## src/core/iasr_pkg.sv

```systemverilog
package iasr_pkg;

	// ---------------------------------------------------------------
	// Widths and timing
	// ---------------------------------------------------------------
	localparam int DATA_W = 8;
	localparam int ADDR_W = 8;
	localparam int SEL_W = 4;
	localparam int NBANK = 5;
	localparam int CLK_MHZ = 100;
	localparam int RATE_WIN_NS = 1000;
	localparam int RATE_CNT_W = 16;

	// ---------------------------------------------------------------
	// Register offsets
	// ---------------------------------------------------------------
	localparam logic [7:0] ADR_RATE = 8'hA5;
	localparam logic [7:0] ADR_RSV_LO = 8'hA7;
	localparam logic [7:0] ADR_RSV_HI = 8'hAF;
	localparam logic [7:0] ADR_CTL = 8'hB0;
	localparam logic [7:0] ADR_OFS = 8'hB1;
	localparam logic [7:0] ADR_WIN = 8'hB2;
	localparam logic [7:0] ADR_BIST = 8'hB3;
	localparam logic [7:0] ADR_B4 = 8'hB4;

	// ---------------------------------------------------------------
	// Reset values
	// ---------------------------------------------------------------
	localparam logic [7:0] RST_CTL = 8'h00;
	localparam logic [7:0] RST_OFS = 8'h01;
	localparam logic [7:0] RST_WIN = 8'h00;
	localparam logic [7:0] RST_BIST = 8'h08;
	localparam logic [7:0] RST_B4 = 8'h25;
	localparam logic [7:0] RST_RATE = 8'h00;
	localparam logic [7:0] ZERO_BYTE = 8'h00;
	localparam logic [7:0] ONE_BYTE = 8'h01;

	// ---------------------------------------------------------------
	// Field positions
	// ---------------------------------------------------------------
	localparam int CTL_SEL_MSB = 5;
	localparam int CTL_SEL_LSB = 2;
	localparam int CTL_AUTO_BIT = 1;
	localparam int CTL_READ_BIT = 0;
	localparam logic [7:0] CTL_WMASK = 8'h3F;
	localparam int BST_MODE_MSB = 7;
	localparam int BST_MODE_LSB = 6;
	localparam int BST_PIN_BIT = 3;
	localparam int BST_SRC_MSB = 2;
	localparam int BST_SRC_LSB = 1;
	localparam int BST_EN_BIT = 0;

	// ---------------------------------------------------------------
	// Target codes and bank strobes
	// ---------------------------------------------------------------
	localparam logic [3:0] SEL_PG = 4'h0;
	localparam logic [3:0] SEL_RX0 = 4'h1;
	localparam logic [3:0] SEL_RX1 = 4'h2;
	localparam logic [3:0] SEL_SHARED = 4'h5;
	localparam logic [3:0] SEL_BOTH = 4'h6;
	localparam logic [3:0] SEL_CSI = 4'h7;
	localparam logic [4:0] MASK_NONE = 5'h00;
	localparam logic [4:0] MASK_PG = 5'h01;
	localparam logic [4:0] MASK_RX0 = 5'h02;
	localparam logic [4:0] MASK_RX1 = 5'h04;
	localparam logic [4:0] MASK_SHARED = 5'h08;
	localparam logic [4:0] MASK_CSI = 5'h10;
	localparam logic [4:0] MASK_BOTH = 5'h06;

	localparam logic [1:0] OUT_MODE_ON = 2'h2;
	localparam logic [7:0] SER_CLKSRC_OFS = 8'h14;

	typedef enum logic [2:0] {
		ST_IDLE = 3'h1,
		ST_PUSH = 3'h2,
		ST_RUN = 3'h4
	} iasr_bist_state_t;

endpackage

```

## src/core/iasr_rate_meter.sv

```systemverilog
`timescale 1ns/1ps
module iasr_rate_meter #(
	parameter int CLK_MHZ = iasr_pkg::CLK_MHZ,
	parameter int WIN_NS = iasr_pkg::RATE_WIN_NS
) (
	// Clock and control
	input wire logic sys_clk,
	input wire logic srst,
	input wire logic ce,
	// Measured clock, sampled as a level
	input wire logic ref_in,
	// Result in whole MHz
	output logic [iasr_pkg::DATA_W-1:0] rate
);
	import iasr_pkg::*;

	localparam int WIN_CYC_I = (WIN_NS * CLK_MHZ) / 1000;
	localparam logic [RATE_CNT_W-1:0] WIN_LAST = RATE_CNT_W'(WIN_CYC_I - 1);
	localparam logic [DATA_W-1:0] SAT = 8'hFF;

	logic [RATE_CNT_W-1:0] win_q;
	logic [DATA_W-1:0] edges_q;
	logic [DATA_W-1:0] rate_q;
	logic ref_prev_q;
	wire rise = ref_in & ~ref_prev_q;
	wire win_end = (win_q == WIN_LAST);
	wire [DATA_W-1:0] edges_inc = (edges_q == SAT) ? SAT : DATA_W'(edges_q + ONE_BYTE);
	wire [DATA_W-1:0] edges_now = rise ? edges_inc : edges_q;

	// Edges per microsecond, updated freely at each window end
	always_ff @(posedge sys_clk) begin
		if (srst) begin
			win_q <= '0;
			edges_q <= ZERO_BYTE;
			rate_q <= RST_RATE;
			ref_prev_q <= 1'b0;
		end else if (ce) begin
			ref_prev_q <= ref_in;
			win_q <= win_end ? '0 : RATE_CNT_W'(win_q + 1'b1);
			edges_q <= win_end ? ZERO_BYTE : edges_now;
			if (win_end) begin
				rate_q <= edges_now;
			end
		end
	end

	assign rate = rate_q;

endmodule

```

## src/core/iasr_regs.sv

```systemverilog
`timescale 1ns/1ps
module iasr_regs (
	// Clock and control
	input wire logic sys_clk,
	input wire logic srst,
	input wire logic ce,
	// Register port
	input wire logic reg_wr_en,
	input wire logic reg_rd_en,
	input wire logic [iasr_pkg::ADDR_W-1:0] reg_addr,
	input wire logic [iasr_pkg::DATA_W-1:0] reg_wdata,
	output logic [iasr_pkg::DATA_W-1:0] reg_rdata,
	// Reference clock sampled as a level
	input wire logic reference_clock_input,
	// Indirect bank port
	output logic [iasr_pkg::NBANK-1:0] bank_wr_stb,
	output logic [iasr_pkg::NBANK-1:0] bank_prefetch_stb,
	output logic [iasr_pkg::DATA_W-1:0] bank_offset,
	output logic [iasr_pkg::DATA_W-1:0] bank_wdata,
	input wire logic [iasr_pkg::DATA_W-1:0] pg_rdata,
	input wire logic [iasr_pkg::DATA_W-1:0] rx0_rdata,
	input wire logic [iasr_pkg::DATA_W-1:0] rx1_rdata,
	input wire logic [iasr_pkg::DATA_W-1:0] shared_rdata,
	input wire logic [iasr_pkg::DATA_W-1:0] csi_rdata,
	// Self-test
	input wire logic self_test_pin,
	output logic self_test_active,
	output logic self_test_out_en,
	// Serializer clock source push
	output logic ser_wr_req,
	input wire logic ser_wr_ack,
	output logic [iasr_pkg::DATA_W-1:0] ser_wr_offset,
	output logic [1:0] ser_wr_data
);
	import iasr_pkg::*;

	// ---------------------------------------------------------------
	// Storage
	// ---------------------------------------------------------------
	logic [DATA_W-1:0] ctl_q;
	logic [DATA_W-1:0] ofs_q;
	logic [DATA_W-1:0] ofs_d;
	logic [DATA_W-1:0] win_q;
	logic [DATA_W-1:0] bist_q;
	logic [DATA_W-1:0] b4_q;
	logic [DATA_W-1:0] rdata_q;
	logic [DATA_W-1:0] rdata_d;
	logic [NBANK-1:0] wr_stb_q;
	logic [NBANK-1:0] pf_stb_q;
	logic wr_done_q;
	logic [1:0] src_q;
	iasr_bist_state_t st_q;
	iasr_bist_state_t st_d;
	logic [DATA_W-1:0] rate;

	iasr_rate_meter #(
		.CLK_MHZ(CLK_MHZ),
		.WIN_NS(RATE_WIN_NS)
	) u_rate (
		.sys_clk(sys_clk),
		.srst(srst),
		.ce(ce),
		.ref_in(reference_clock_input),
		.rate(rate)
	);

	// ---------------------------------------------------------------
	// Decode
	// ---------------------------------------------------------------
	wire hit_ctl = (reg_addr == ADR_CTL);
	wire hit_ofs = (reg_addr == ADR_OFS);
	wire hit_win = (reg_addr == ADR_WIN);
	wire hit_bist = (reg_addr == ADR_BIST);
	wire hit_b4 = (reg_addr == ADR_B4);
	wire wr_ctl = ce & reg_wr_en & hit_ctl;
	wire wr_ofs = ce & reg_wr_en & hit_ofs;
	wire wr_win = ce & reg_wr_en & hit_win;
	wire rd_win = ce & reg_rd_en & hit_win;

	wire [SEL_W-1:0] indirect_target_select = ctl_q[CTL_SEL_MSB:CTL_SEL_LSB];
	wire indirect_offset_autostep = ctl_q[CTL_AUTO_BIT];
	wire indirect_prefetch_strobe = ctl_q[CTL_READ_BIT];

	// Single bank targets, used for reads and prefetch
	wire [NBANK-1:0] rd_mask;
	assign rd_mask = (indirect_target_select == SEL_PG) ? MASK_PG :
		(indirect_target_select == SEL_RX0) ? MASK_RX0 :
		(indirect_target_select == SEL_RX1) ? MASK_RX1 :
		(indirect_target_select == SEL_SHARED) ? MASK_SHARED :
		(indirect_target_select == SEL_CSI) ? MASK_CSI : MASK_NONE;
	// Writes also accept the dual receive port code
	wire [NBANK-1:0] wr_mask;
	assign wr_mask = (indirect_target_select == SEL_BOTH) ? MASK_BOTH : rd_mask;

	// Reserved targets read as zero
	wire [DATA_W-1:0] indirect_window_value;
	assign indirect_window_value = (rd_mask == MASK_PG) ? pg_rdata :
		(rd_mask == MASK_RX0) ? rx0_rdata :
		(rd_mask == MASK_RX1) ? rx1_rdata :
		(rd_mask == MASK_SHARED) ? shared_rdata :
		(rd_mask == MASK_CSI) ? csi_rdata : ZERO_BYTE;

	wire in_rsv_range = (reg_addr >= ADR_RSV_LO) && (reg_addr <= ADR_RSV_HI);
	always_comb begin
		if (reg_addr == ADR_RATE) begin
			rdata_d = rate;
		end else if (hit_ctl) begin
			rdata_d = ctl_q & CTL_WMASK;
		end else if (hit_ofs) begin
			rdata_d = ofs_q;
		end else if (hit_win) begin
			rdata_d = indirect_window_value;
		end else if (hit_bist) begin
			rdata_d = bist_q;
		end else if (hit_b4) begin
			rdata_d = b4_q;
		end else if (in_rsv_range) begin
			rdata_d = ZERO_BYTE;
		end else begin
			rdata_d = ZERO_BYTE;
		end
	end

	// ---------------------------------------------------------------
	// Indirect offset and strobes
	// ---------------------------------------------------------------
	wire step = indirect_offset_autostep & (wr_done_q | rd_win);
	wire [DATA_W-1:0] indirect_offset_value = ofs_q;
	always_comb begin
		if (wr_ofs) begin
			ofs_d = reg_wdata;
		end else if (step) begin
			ofs_d = DATA_W'(ofs_q + ONE_BYTE);
		end else begin
			ofs_d = ofs_q;
		end
	end
	wire pf_fire = indirect_prefetch_strobe &
		(wr_ofs | (rd_win & indirect_offset_autostep));

	always_ff @(posedge sys_clk) begin
		if (srst) begin
			ctl_q <= RST_CTL;
			ofs_q <= RST_OFS;
			win_q <= RST_WIN;
			b4_q <= RST_B4;
			rdata_q <= ZERO_BYTE;
			wr_stb_q <= MASK_NONE;
			pf_stb_q <= MASK_NONE;
			wr_done_q <= 1'b0;
		end else if (ce) begin
			ofs_q <= ofs_d;
			wr_done_q <= wr_win;
			wr_stb_q <= wr_win ? wr_mask : MASK_NONE;
			pf_stb_q <= pf_fire ? rd_mask : MASK_NONE;
			if (reg_rd_en) begin
				rdata_q <= rdata_d;
			end
			if (wr_ctl) begin
				ctl_q <= reg_wdata & CTL_WMASK;
			end
			if (wr_win) begin
				win_q <= reg_wdata;
			end
			if (reg_wr_en && hit_b4) begin
				b4_q <= reg_wdata;
			end
		end
	end

	assign reg_rdata = rdata_q;
	assign bank_wr_stb = wr_stb_q;
	assign bank_prefetch_stb = pf_stb_q;
	assign bank_offset = indirect_offset_value;
	assign bank_wdata = win_q;

	// ---------------------------------------------------------------
	// Self-test control
	// ---------------------------------------------------------------
	wire [1:0] out_mode = bist_q[BST_MODE_MSB:BST_MODE_LSB];
	wire st_enable = bist_q[BST_PIN_BIT] ? self_test_pin : bist_q[BST_EN_BIT];

	always_comb begin
		st_d = st_q;
		case (st_q)
			ST_IDLE: begin
				if (st_enable) begin
					st_d = ST_PUSH;
				end
			end
			ST_PUSH: begin
				if (!st_enable) begin
					st_d = ST_IDLE;
				end else if (ser_wr_ack) begin
					st_d = ST_RUN;
				end
			end
			ST_RUN: begin
				if (!st_enable) begin
					st_d = ST_IDLE;
				end
			end
			default: begin
				st_d = ST_IDLE;
			end
		endcase
	end

	always_ff @(posedge sys_clk) begin
		if (srst) begin
			bist_q <= RST_BIST;
			st_q <= ST_IDLE;
			src_q <= 2'h0;
		end else if (ce) begin
			st_q <= st_d;
			if (reg_wr_en && hit_bist) begin
				bist_q <= reg_wdata;
			end
			if (st_q == ST_IDLE && st_enable) begin
				src_q <= bist_q[BST_SRC_MSB:BST_SRC_LSB];
			end
		end
	end

	assign self_test_active = (st_q != ST_IDLE);
	// Reserved modes treated as outputs off
	assign self_test_out_en = !self_test_active || (out_mode == OUT_MODE_ON);
	assign ser_wr_req = (st_q == ST_PUSH);
	assign ser_wr_offset = SER_CLKSRC_OFS;
	assign ser_wr_data = src_q;
endmodule

```

## config.mk

```make
export PLATFORM = sky130hd
export DESIGN_NAME = iasr_regs
export DESIGN_NICKNAME = d
export VERILOG_FILES = /design/src/core/iasr_pkg.sv /design/src/core/iasr_rate_meter.sv /design/src/core/iasr_regs.sv
export SDC_FILE = /design/constraint.sdc
export NUM_CORES = 1
export LEC_CHECK = 0
export ABC_AREA = 1
export CAP_MARGIN = 0
export CORE_ASPECT_RATIO = 1.5
export CORE_MARGIN = 2
export CORE_UTILIZATION = 68
export CTS_CLUSTER_SIZE = 14
export DETAILED_ROUTE_END_ITERATION = 16
export DONT_BUFFER_PORTS = 1
export HOLD_SLACK_MARGIN = 0.05
export PLACE_DENSITY = 0.84
export SYNTH_ARGS = -nofsm -noshare
export SYNTH_HDL_FRONTEND = slang
export SYNTH_SLANG_ARGS = --single-unit
```

## constraint.sdc

```tcl
create_clock -name sys_clk -period 3 [get_ports sys_clk]
set_input_delay 0.15 -clock sys_clk [delete_from_list [all_inputs] [get_ports sys_clk]]
set_output_delay 0.15 -clock sys_clk [all_outputs]
set_load 0.01 [all_outputs]
```

Word level (Yosys, flattened, before mapping). Cells that the tools add are included.

Output and inout port bits: 47. Flip-flop bits (word level): 95. Word-level logic and storage cells: 104. Bits of input ports: 64.

Reduce and logical (&&, ||, !) cells: 16. Bitwise operators: 13. Multiplexer cells: 31. Equal/unequal tests: 26. Add/sub/neg operators: 3.

Operators by type and width (count): $mux 8 (16); $eq 8x8->1 const B (7); $mux 5 (8); $add 16x1->16 const B (1); $add 8x1->8 const B (2); $eq 16x7->1 const B (1); $mux 16 (1); $reduce_and 2->1 (8); $eq 4x3->1 const B (3); $mux 3 (4); $and 1x1->1 (10); $pmux 3 s3 (1); $eq 5x1->1 const B (1); $eq 5x2->1 const B (1); $eq 5x3->1 const B (1); $eq 5x4->1 const B (1); $eq 5x5->1 const B (1); $eq 4x1->1 const B (1); $eq 4x2->1 const B (1); $logic_not 4->1 (1); $ne 2x2->1 const B (2); $reduce_and 4->1 (1); $eq 3x1->1 const B (1); $eq 3x2->1 const B (1); other kinds (11) (14).

Longest topological paths before layout. Gate-level depths: netlist of the first run.

Word-level depth: 16. Depth in mapped cells: 11. Gate-level depth less buffers: 11.

Cells and area by module. From an unflattened synthesis of the first run, not the netlist that was laid out.

Cell total of the unflattened synthesis: 777. Area total of the unflattened synthesis: 5146.2 um^2.

By module, submodules not included: iasr_regs (times used 1, area each 3469.6 um^2, sequential area each 1241.2 um^2, cells an instance 530); iasr_rate_meter (times used 1, area each 1676.6 um^2, sequential area each 660.6 um^2, cells an instance 247).

Worst setup path after synthesis of the first run. No wires, ideal clock.

Kind: register to register. Start: register u_rate.win_q[0]. End: register u_rate.rate_q[2] (netlist: u_rate.rate[2]). Clock period less this slack: 1548 ps. Data arrival time: 1418 ps. Stages on the path, launching flop included: 8. Data required time: 2871 ps. Path buffers: 1. Setup slack: 1452 ps. Library setup time: 129 ps. Cells stage by stage: dfxtp_1 ha_1 nand4_1 nor4_2 nand2_1 nand2_1 buf_4 a22oi_1.

Longest elaborated chain between the ends: 2.

Ends and longest elaborated chain: start, declared (RTL line iasr_rate_meter.sv:21) `logic [RATE_CNT_W-1:0] win_q;`; start signal, assigned (RTL line iasr_rate_meter.sv:39) `win_q <= win_end ? '0 : RATE_CNT_W'(win_q + 1'b1);`; $eq 16x7->1 (RTL line iasr_rate_meter.sv:26) `wire win_end = (win_q == WIN_LAST);`; $reduce_and 2->1 (no source line); end signal, assigned (RTL line iasr_rate_meter.sv:42) `rate_q <= edges_now;`; end, declared (RTL line iasr_rate_meter.sv:23) `logic [DATA_W-1:0] rate_q;`.

No other way between the ends. A chain may end at the register's enable or synchronous reset.

Worst setup path after layout of the first run.
Start: register u_rate.win_q[0]. End: register u_rate.win_q[6].

Longest elaborated chain between the ends: 2. Elaborated cells on any way between the ends: 3. Classes of those cells: add/sub: 1; eq/ne: 1; mux: 1.

Ends and longest elaborated chain (RTL line): $add 16x1->16 / $eq 16x7->1 (equally long branches) (iasr_rate_meter.sv:39, iasr_rate_meter.sv:26); $mux 16 * (iasr_rate_meter.sv:39).

Every way passes the cells marked *; elsewhere a longest branch is shown, timed or not.

==> results of run 1 <==
stage by stage:
step           cells  setup slack (ns)  hold slack (ns)  utilization (%)  area, µm²
2_1_floorplan    742              1.45            0.285                -       5000
3_3_place_gp     815             0.989            0.225             69.5       4990
3_5_place_dp     815             0.895            0.228             69.5       4990
4_1_cts          846             0.891           0.0522             73.9       5310
5_1_grt          846             0.643            0.104             73.9       5310
6_report         846             0.893           0.0551             73.9       5310
kinds of logic (layout without fill, tap and decap cells):
kind of cell | after synthesis | after routing | share of synthesized area (%)
AND/OR/NAND/NOR | 327 | 327 | 30.0
adder cells (fa/ha/maj) | 3 | 3 | 0.754
flip-flops | 95 | 95 | 38.2
AO/OA/AOI/OAI | 171 | 171 | 18.5
buffers and inverters | 127 | 131 | 10.5
XOR/XNOR | 11 | 11 | 1.93
other | 2 | 8 | 0.151
cell type report:
type	count	area, µm²	area share [%]
multi-input cells	520	2580	48.6
flip-flops and latches	95	1900	35.8
inverters	98	368	6.93
repair buffers	17	175	3.30
clock buffers	12	135	2.55
well taps	100	125	2.36
clock inverters	4	22.5	0.425
flip-flops by register name (all words and copies together) (netlist names), 2 cells and up:
register           count
b4_q                   8
bank_offset            8
bank_prefetch_stb      5
bank_wdata             8
bank_wr_stb            5
bist_q                 8
ctl_q                  6
reg_rdata              8
ser_wr_data            2
st_q                   3
u_rate.edges_q         8
u_rate.rate            8
u_rate.win_q          16
critical path: cells and delay by family, from the launching register on:
kind,cells,cell delay [ns]
DFF,1,0.38
and+or+nand+nor,5,1.14
adders and majority gates,1,0.24
AOI/OAI and AO/OA,1,0.04
buffers and inverters,1,0.20
cells in the final DEF (no fill, tap or decap), types with 2 or more instances in the layout:
master | synthesis | final
nor2_1 | 69 | 69
o22ai_1 | 6 | 6
buf_4 | 9 | 2
a21oi_1 | 77 | 77
xor2_1 | 8 | 8
clkbuf_1 | 14 | 3
inv_2 | 8 | 8
o21ai_0 | 61 | 61
nand2_1 | 152 | 152
a22oi_1 | 2 | 2
nand3_1 | 53 | 53
nand4_1 | 9 | 9
conb_1 | 2 | 8
clkbuf_8 | 0 | 9
nor2_4 | 2 | 2
o21a_1 | 5 | 5
dlygate4sd3_1 | 0 | 14
nor2_2 | 7 | 7
o21bai_1 | 2 | 2
o21ai_1 | 6 | 6
or2_2 | 5 | 5
ha_1 | 3 | 3
dfxtp_1 | 95 | 95
a21oi_2 | 2 | 2
clkinv_2 | 0 | 3
nor3_1 | 13 | 13
o211ai_1 | 4 | 4
nand2_2 | 6 | 6
a211oi_1 | 3 | 3
xnor2_1 | 3 | 3
inv_1 | 89 | 89
power breakdown:
group,internal [W],switching (W)
Combinational,0.0000502,0.000112
Sequential,0.00128,0.0000185
Clock,0.000299,0.000443
Total,0.00163,0.000574
worst paths after layout:
path                                                endpoint  depth (start not counted)  slack, ns
worst max-delay path            u_rate.win_q[6]$_SDFFE_PP0P_                          8       0.89
worst min-delay path             bank_offset[6]$_SDFFE_PP0P_                          4       0.06
worst max register to register  u_rate.win_q[6]$_SDFFE_PP0P_                          8       0.89
worst min register to register          b4_q[3]$_SDFFE_PP0P_                          2       0.45
per-layer routing:
| metal | vias to the layer above | track usage, % | routed length, µm |
|---|---|---|---|
| li1 | 2400 | - | - |
| met1 | 2155 | 37.4 | 5160 |
| met2 | 171 | 57.5 | 6790 |
| met3 | 39 | 9.15 | 793 |
| met4 | 0 | 15.6 | 484 |
| met5 | - | 0 | 0 |
timing repair:
action,in CTS,in global routing
buffers inserted,0,0
hold buffers,15,0
endpoints found under the hold margin,66,0
==> impl_results.md, run 1 <==
- Slowest CP cell: dfxtp_1
- Flops & latches, synth: 95
- Overall power: 0.00220 W
- # rows: 38
- Most frequent cell after synthesis: nand2_1
- CP Class: flop to flop
- Cells after Synth: 736
- Vias per cell: 5.63
- Port bufs: 0
- Power per Cell Area: 415 nW/µm²
- Diodes inserted: 0
- Clock slew at reported path FFs: 0.09 ns
- Clock Latency Late Sink: 0.38 ns
- Nets: 808
- Ys flop type: dfxtp_1
- Fin crit period: 2.11 ns
- I/O pins: 111
- Peak supply drop: 0.398 mV
- Synth area leader: dfxtp_1
- Outcome: finished, final reports clean
- Die area: 8040 µm²
- Initial DRC count: 327
- Final antenna-violating net count: 0
- Global Route Usage Sum: 33.4%
- CTS resizes: 0
- FILL cells: 642
- Cell area after synthesis: 4980 µm²
- Syn Area/Cell: 6.77 µm²
- Crit path from: u_rate.win_q[0]$_SDFFE_PP0P_
- Top cells by area, synth: dfxtp_1 38%, nand2_1 11%, a21oi_1 7.7%, inv_1 6.7%, o21ai_0 6.1%
- Unrepaired setup endpoints after global routing: false
- Setup total negative slack: 0 ns
- WL/cell: 15.6 µm
- Post-Route WL: 13200 µm
- Leak Pwr: 2.17 nW
- Core Footprint: 7180 µm²
- Cells along the critical path: ha_1 -> nand4_1 -> nor4_2 -> nand2_1 -> nand2_1 -> inv_1 -> nand2_1 -> a21oi_1
- Clock Tree Buf Depth: 2
- Vias in the first global route: 4396
- RePlAce Congestion: 1.03
- Finish-stage setup viols: 0
- Slew margin rel.: 55.8%
- Pre-antenna DRT Iters: 5
- Peak Freq: 475 MHz
- Worst slew pin tran: 0.660 ns
- Initial antenna violation count: 0
- Post-synthesis async set-or-reset flop share: 0%
- Share of layout cells above drive strength 1: 7.24%
- Final Hold Viols: 0
- Tcrit/Tclk final: 70.2%
- Clk root buf: clkbuf_8
- Vias: 4765
- Worst endpoint required time: 3.27 ns
- Area grow syn2layout: 6.51%
- CTS tree: yes
- Post-synth EDFFs: 0
- Register area share after synthesis: 38.2%
- Min-Delay Path Class: primary input to flop
- Residual DRC: 0
- HPWL Detailed: 9730 µm
- Crit end category: flop
- First-pass GRT wire length: 20600 µm
- Synth top area share: 38.2%
- Yosys cell types: 45
- Max Cap Viol: 0
- Global route total overflow: 0
- Crit Path Max Fanout: 12
- Warnings from Yosys: 0
- Die Span X: 73.9 µm
- Htree depth: 3
- Fin. max-slew vios: 0
- Most frequent CP cell: nand2_1
- Beginning of the worst hold path: reg_wdata[6]
- Worst EP arrival: 2.38 ns
- Startpoint Class: flop
- Commonest cells post-synth: 152 x nand2_1, 95 x dfxtp_1, 89 x inv_1, 77 x a21oi_1, 69 x nor2_1
- Worst r2r src: u_rate.win_q[0]$_SDFFE_PP0P_
- Total CTS buffers: 9
- Clock sink total: 95
- Final clock skew: 0.0112 ns
- Initial Util: 69.4%
- Die Height: 109 µm
- Max incr delay on CP: 0.38 ns
- Pin count of the biggest net entering global routing: 50
No activity file was read; power rests on OpenSTA's default activity.
==> run 2, diff against run 1 <==
--- a/config.mk
+++ b/config.mk
@@ -9,12 +9,12 @@
 export CAP_MARGIN = 0
 export CORE_ASPECT_RATIO = 1.5
 export CORE_MARGIN = 2
-export CORE_UTILIZATION = 68
+export CORE_UTILIZATION = 57
 export CTS_CLUSTER_SIZE = 14
 export DETAILED_ROUTE_END_ITERATION = 16
 export DONT_BUFFER_PORTS = 1
 export HOLD_SLACK_MARGIN = 0.05
-export PLACE_DENSITY = 0.84
+export PLACE_DENSITY = 0.75
 export SYNTH_ARGS = -nofsm -noshare
 export SYNTH_HDL_FRONTEND = slang
 export SYNTH_SLANG_ARGS = --single-unit
==> constraint.sdc (replaced) <==
create_clock -name sys_clk -period 1.8 [get_ports sys_clk]
set_input_delay 0.09 -clock sys_clk [delete_from_list [all_inputs] [get_ports sys_clk]]
set_output_delay 0.09 -clock sys_clk [all_outputs]
set_load 0.01 [all_outputs]
==> run 2 against run 1 <==
  * First-iteration DRC count is 12% lower
  * Clock skew is 0.0042 ns lower
  * Core utilization is 8.1 points lower
  * Sequential share of layout area is 1.7 points lower
  * Setup slack worse by 0.77 ns
  * Via count is 3.4% higher
  * Largest power group unchanged
==> impl_results.md, run 2 (synthesis results as in run 1) <==
- Pin count of the biggest net entering global routing: 39
- Crit end category: flop
- Residual DRC: 0
- Worst slew pin tran: 0.621 ns
- Final clock skew: 0.00702 ns
- Crit Path Max Fanout: 14
- Fin. max-slew vios: 0
- Vias per cell: 5.68
- Peak supply drop: 0.751 mV
- Worst reg2reg path depth: 9
- Tcrit/Tclk final: 93.3%
- Met3 wire length: 678 µm
- Leak Pwr: 2.28 nW
- Commonest non-fill, non-tap cell in the layout: nand2_1
- Fin crit period: 1.68 ns
- Post-Route WL: 13700 µm
- Outcome: finished, final reports clean
- Slew margin rel.: 58.2%
- Crit path capture: reg_rdata[7]$_SDFFE_PP0P_
- I/O pins: 111
- HPWL Detailed: 10200 µm
- Dpl ws: 0.0731 ns
- Power per Cell Area: 767 nW/µm²
- Initial Util: 58.8%
- Post-route worst setup slack: 0.120 ns
- Port bufs: 0
- Pre-antenna DRT Iters: 5
- Cells along the critical path: nor2_1 -> nand2_2 -> inv_1 -> a21oi_1 -> nand3_1 -> nand3_1 -> nand2_1 -> nand2_1 -> a21oi_1
- Initial DRC count: 287
- Die Height: 118 µm
- Clock Latency Late Sink: 0.34 ns
- # rows: 41
- Global Route Usage Sum: 29.3%
- Met2 WL post-DR: 6990 µm
- Htree depth: 3
- Crit-path leading delay family: simple AND/OR/NAND/NOR gates
- Number of flip-flops in the largest register: 16
- Flop2flop setup slack: 0.12 ns
- Die Span X: 80.3 µm
- Clock slew at reported path FFs: 0.07 ns
- Global route total overflow: 0
- Worst r2r src: ctl_q[4]$_SDFFE_PP0P_
- Final Hold Viols: 0
- Max Cap Viol: 0
- Reg2reg end: reg_rdata[7]$_SDFFE_PP0P_
- CTS tree: yes
- CP Class: flop to flop
- RePlAce Congestion: 0.952
- Crit path from: ctl_q[4]$_SDFFE_PP0P_
- Finish-stage setup viols: 0
- Vias in the first global route: 4644
- Peak Freq: 595 MHz
- Wl on met1: 5360 µm
- Initial antenna violation count: 0
- First-pass GRT wire length: 22000 µm
- Startpoint Class: flop
- Max Used Layer: met4
- Max incr delay on CP: 0.32 ns
- Die area: 9520 µm²
- Final Util: 65.8%
- Core Footprint: 8460 µm²
- Largest Register: u_rate.win_q
- CP bufs+invs: 1
- Most frequent cells in the layout: 151 x nand2_1, 94 x dfxtp_1, 86 x inv_1
- Clock sink total: 95
- Nets: 822
- Clk root buf: clkbuf_16
- Min-Delay Path Class: primary input to flop
- Area grow syn2layout: 11.8%
- Worst EP arrival: 1.95 ns
- Final antenna-violating net count: 0
- Diodes inserted: 0
- Worst endpoint required time: 2.07 ns
- WL/cell: 15.7 µm
- Vias: 4928
- Slowest CP cell: dfxtp_1
- Critical path depth in cells: 9
- Share of layout cells above drive strength 1: 10.4%
- Clock Tree Buf Depth: 2
- Total CTS buffers: 9
## run 2: changes by cell type in the layout (fill, tap and decap cells not counted), moves of 2 or more
cell and delta:
inv_1 -3, clkbuf_1 -2, buf_4 +14, nor2_1 -3
clkbuf_16 +9, clkinv_4 +2, clkbuf_8 -7, clkinv_2 -2
nor2_2 +3, inv_2 +3
## run 2: metrics by stage
stage	TNS, ns	cells	hold WS [ns]	area (µm²)	power [W]
floorplan	0	742	0.225	5000	0.00240
global placement	0	835	0.164	5090	0.00243
detailed placement	0	835	0.166	5090	0.00244
CTS	0	866	0.0757	5540	0.00429
global route	-0.0555	867	0.108	5570	0.00441
finish	0	867	0.0882	5570	0.00427
## run 2: what timing repair did
action,4_1_cts,5_1_grt
hold endpoints to repair,67,0
buffers inserted,0,1
setup endpoints to repair,0,27
resized for setup,0,10
hold buffers,15,0
## run 2: metal layers
metal,global-route usage [%],vias up
li1,-,2426
met1,34.4,2305
met2,49.0,155
met3,6.41,42
met4,15.4,0
met5,0,-
## run 2: worst reg2reg max path: stages (launching register included)
cell     delay [ns]
dfxtp_1        0.32
nor2_1         0.28
nand2_2        0.25
inv_1          0.18
a21oi_1        0.08
nand3_1        0.15
nand3_1        0.10
nand2_1        0.07
nand2_1        0.07
a21oi_1        0.12
## run 2: how the worst min path moves through the flow
stage / start / slack, ns / depth (start not counted) / end
finish: ce / 0.09 / 3 / u_rate.win_q[2]$_SDFFE_PP0P_
detailed placement: srst / 0.17 / 1 / wr_done_q$_SDFFE_PP0P_
global placement: srst / 0.16 / 1 / wr_done_q$_SDFFE_PP0P_
floorplan: reg_wdata[4] / 0.22 / 2 / bank_wdata[4]$_SDFFE_PP0P_
global route: ce / 0.11 / 3 / u_rate.win_q[2]$_SDFFE_PP0P_
CTS: ce / 0.08 / 3 / u_rate.win_q[2]$_SDFFE_PP0P_
## run 2: power by group
part / leakage (nW) / switching [W] / internal, W
Sequential: 0.768 / 0.0000322 / 0.00213
Clock: 0.139 / 0.000808 / 0.00102
Combinational: 1.37 / 0.000190 / 0.0000956
Total: 2.28 / 0.00103 / 0.00324
## run 2: final cells by class
class,instances,area (µm²)
Clock buffer,12,256
Clock inverter,4,30.0
Fill cell,779,2890
Inverter,98,368
Multi-Input combinational cell,520,2600
Sequential cell,95,1900
Tap cell,107,134
Timing Repair Buffer,31,280
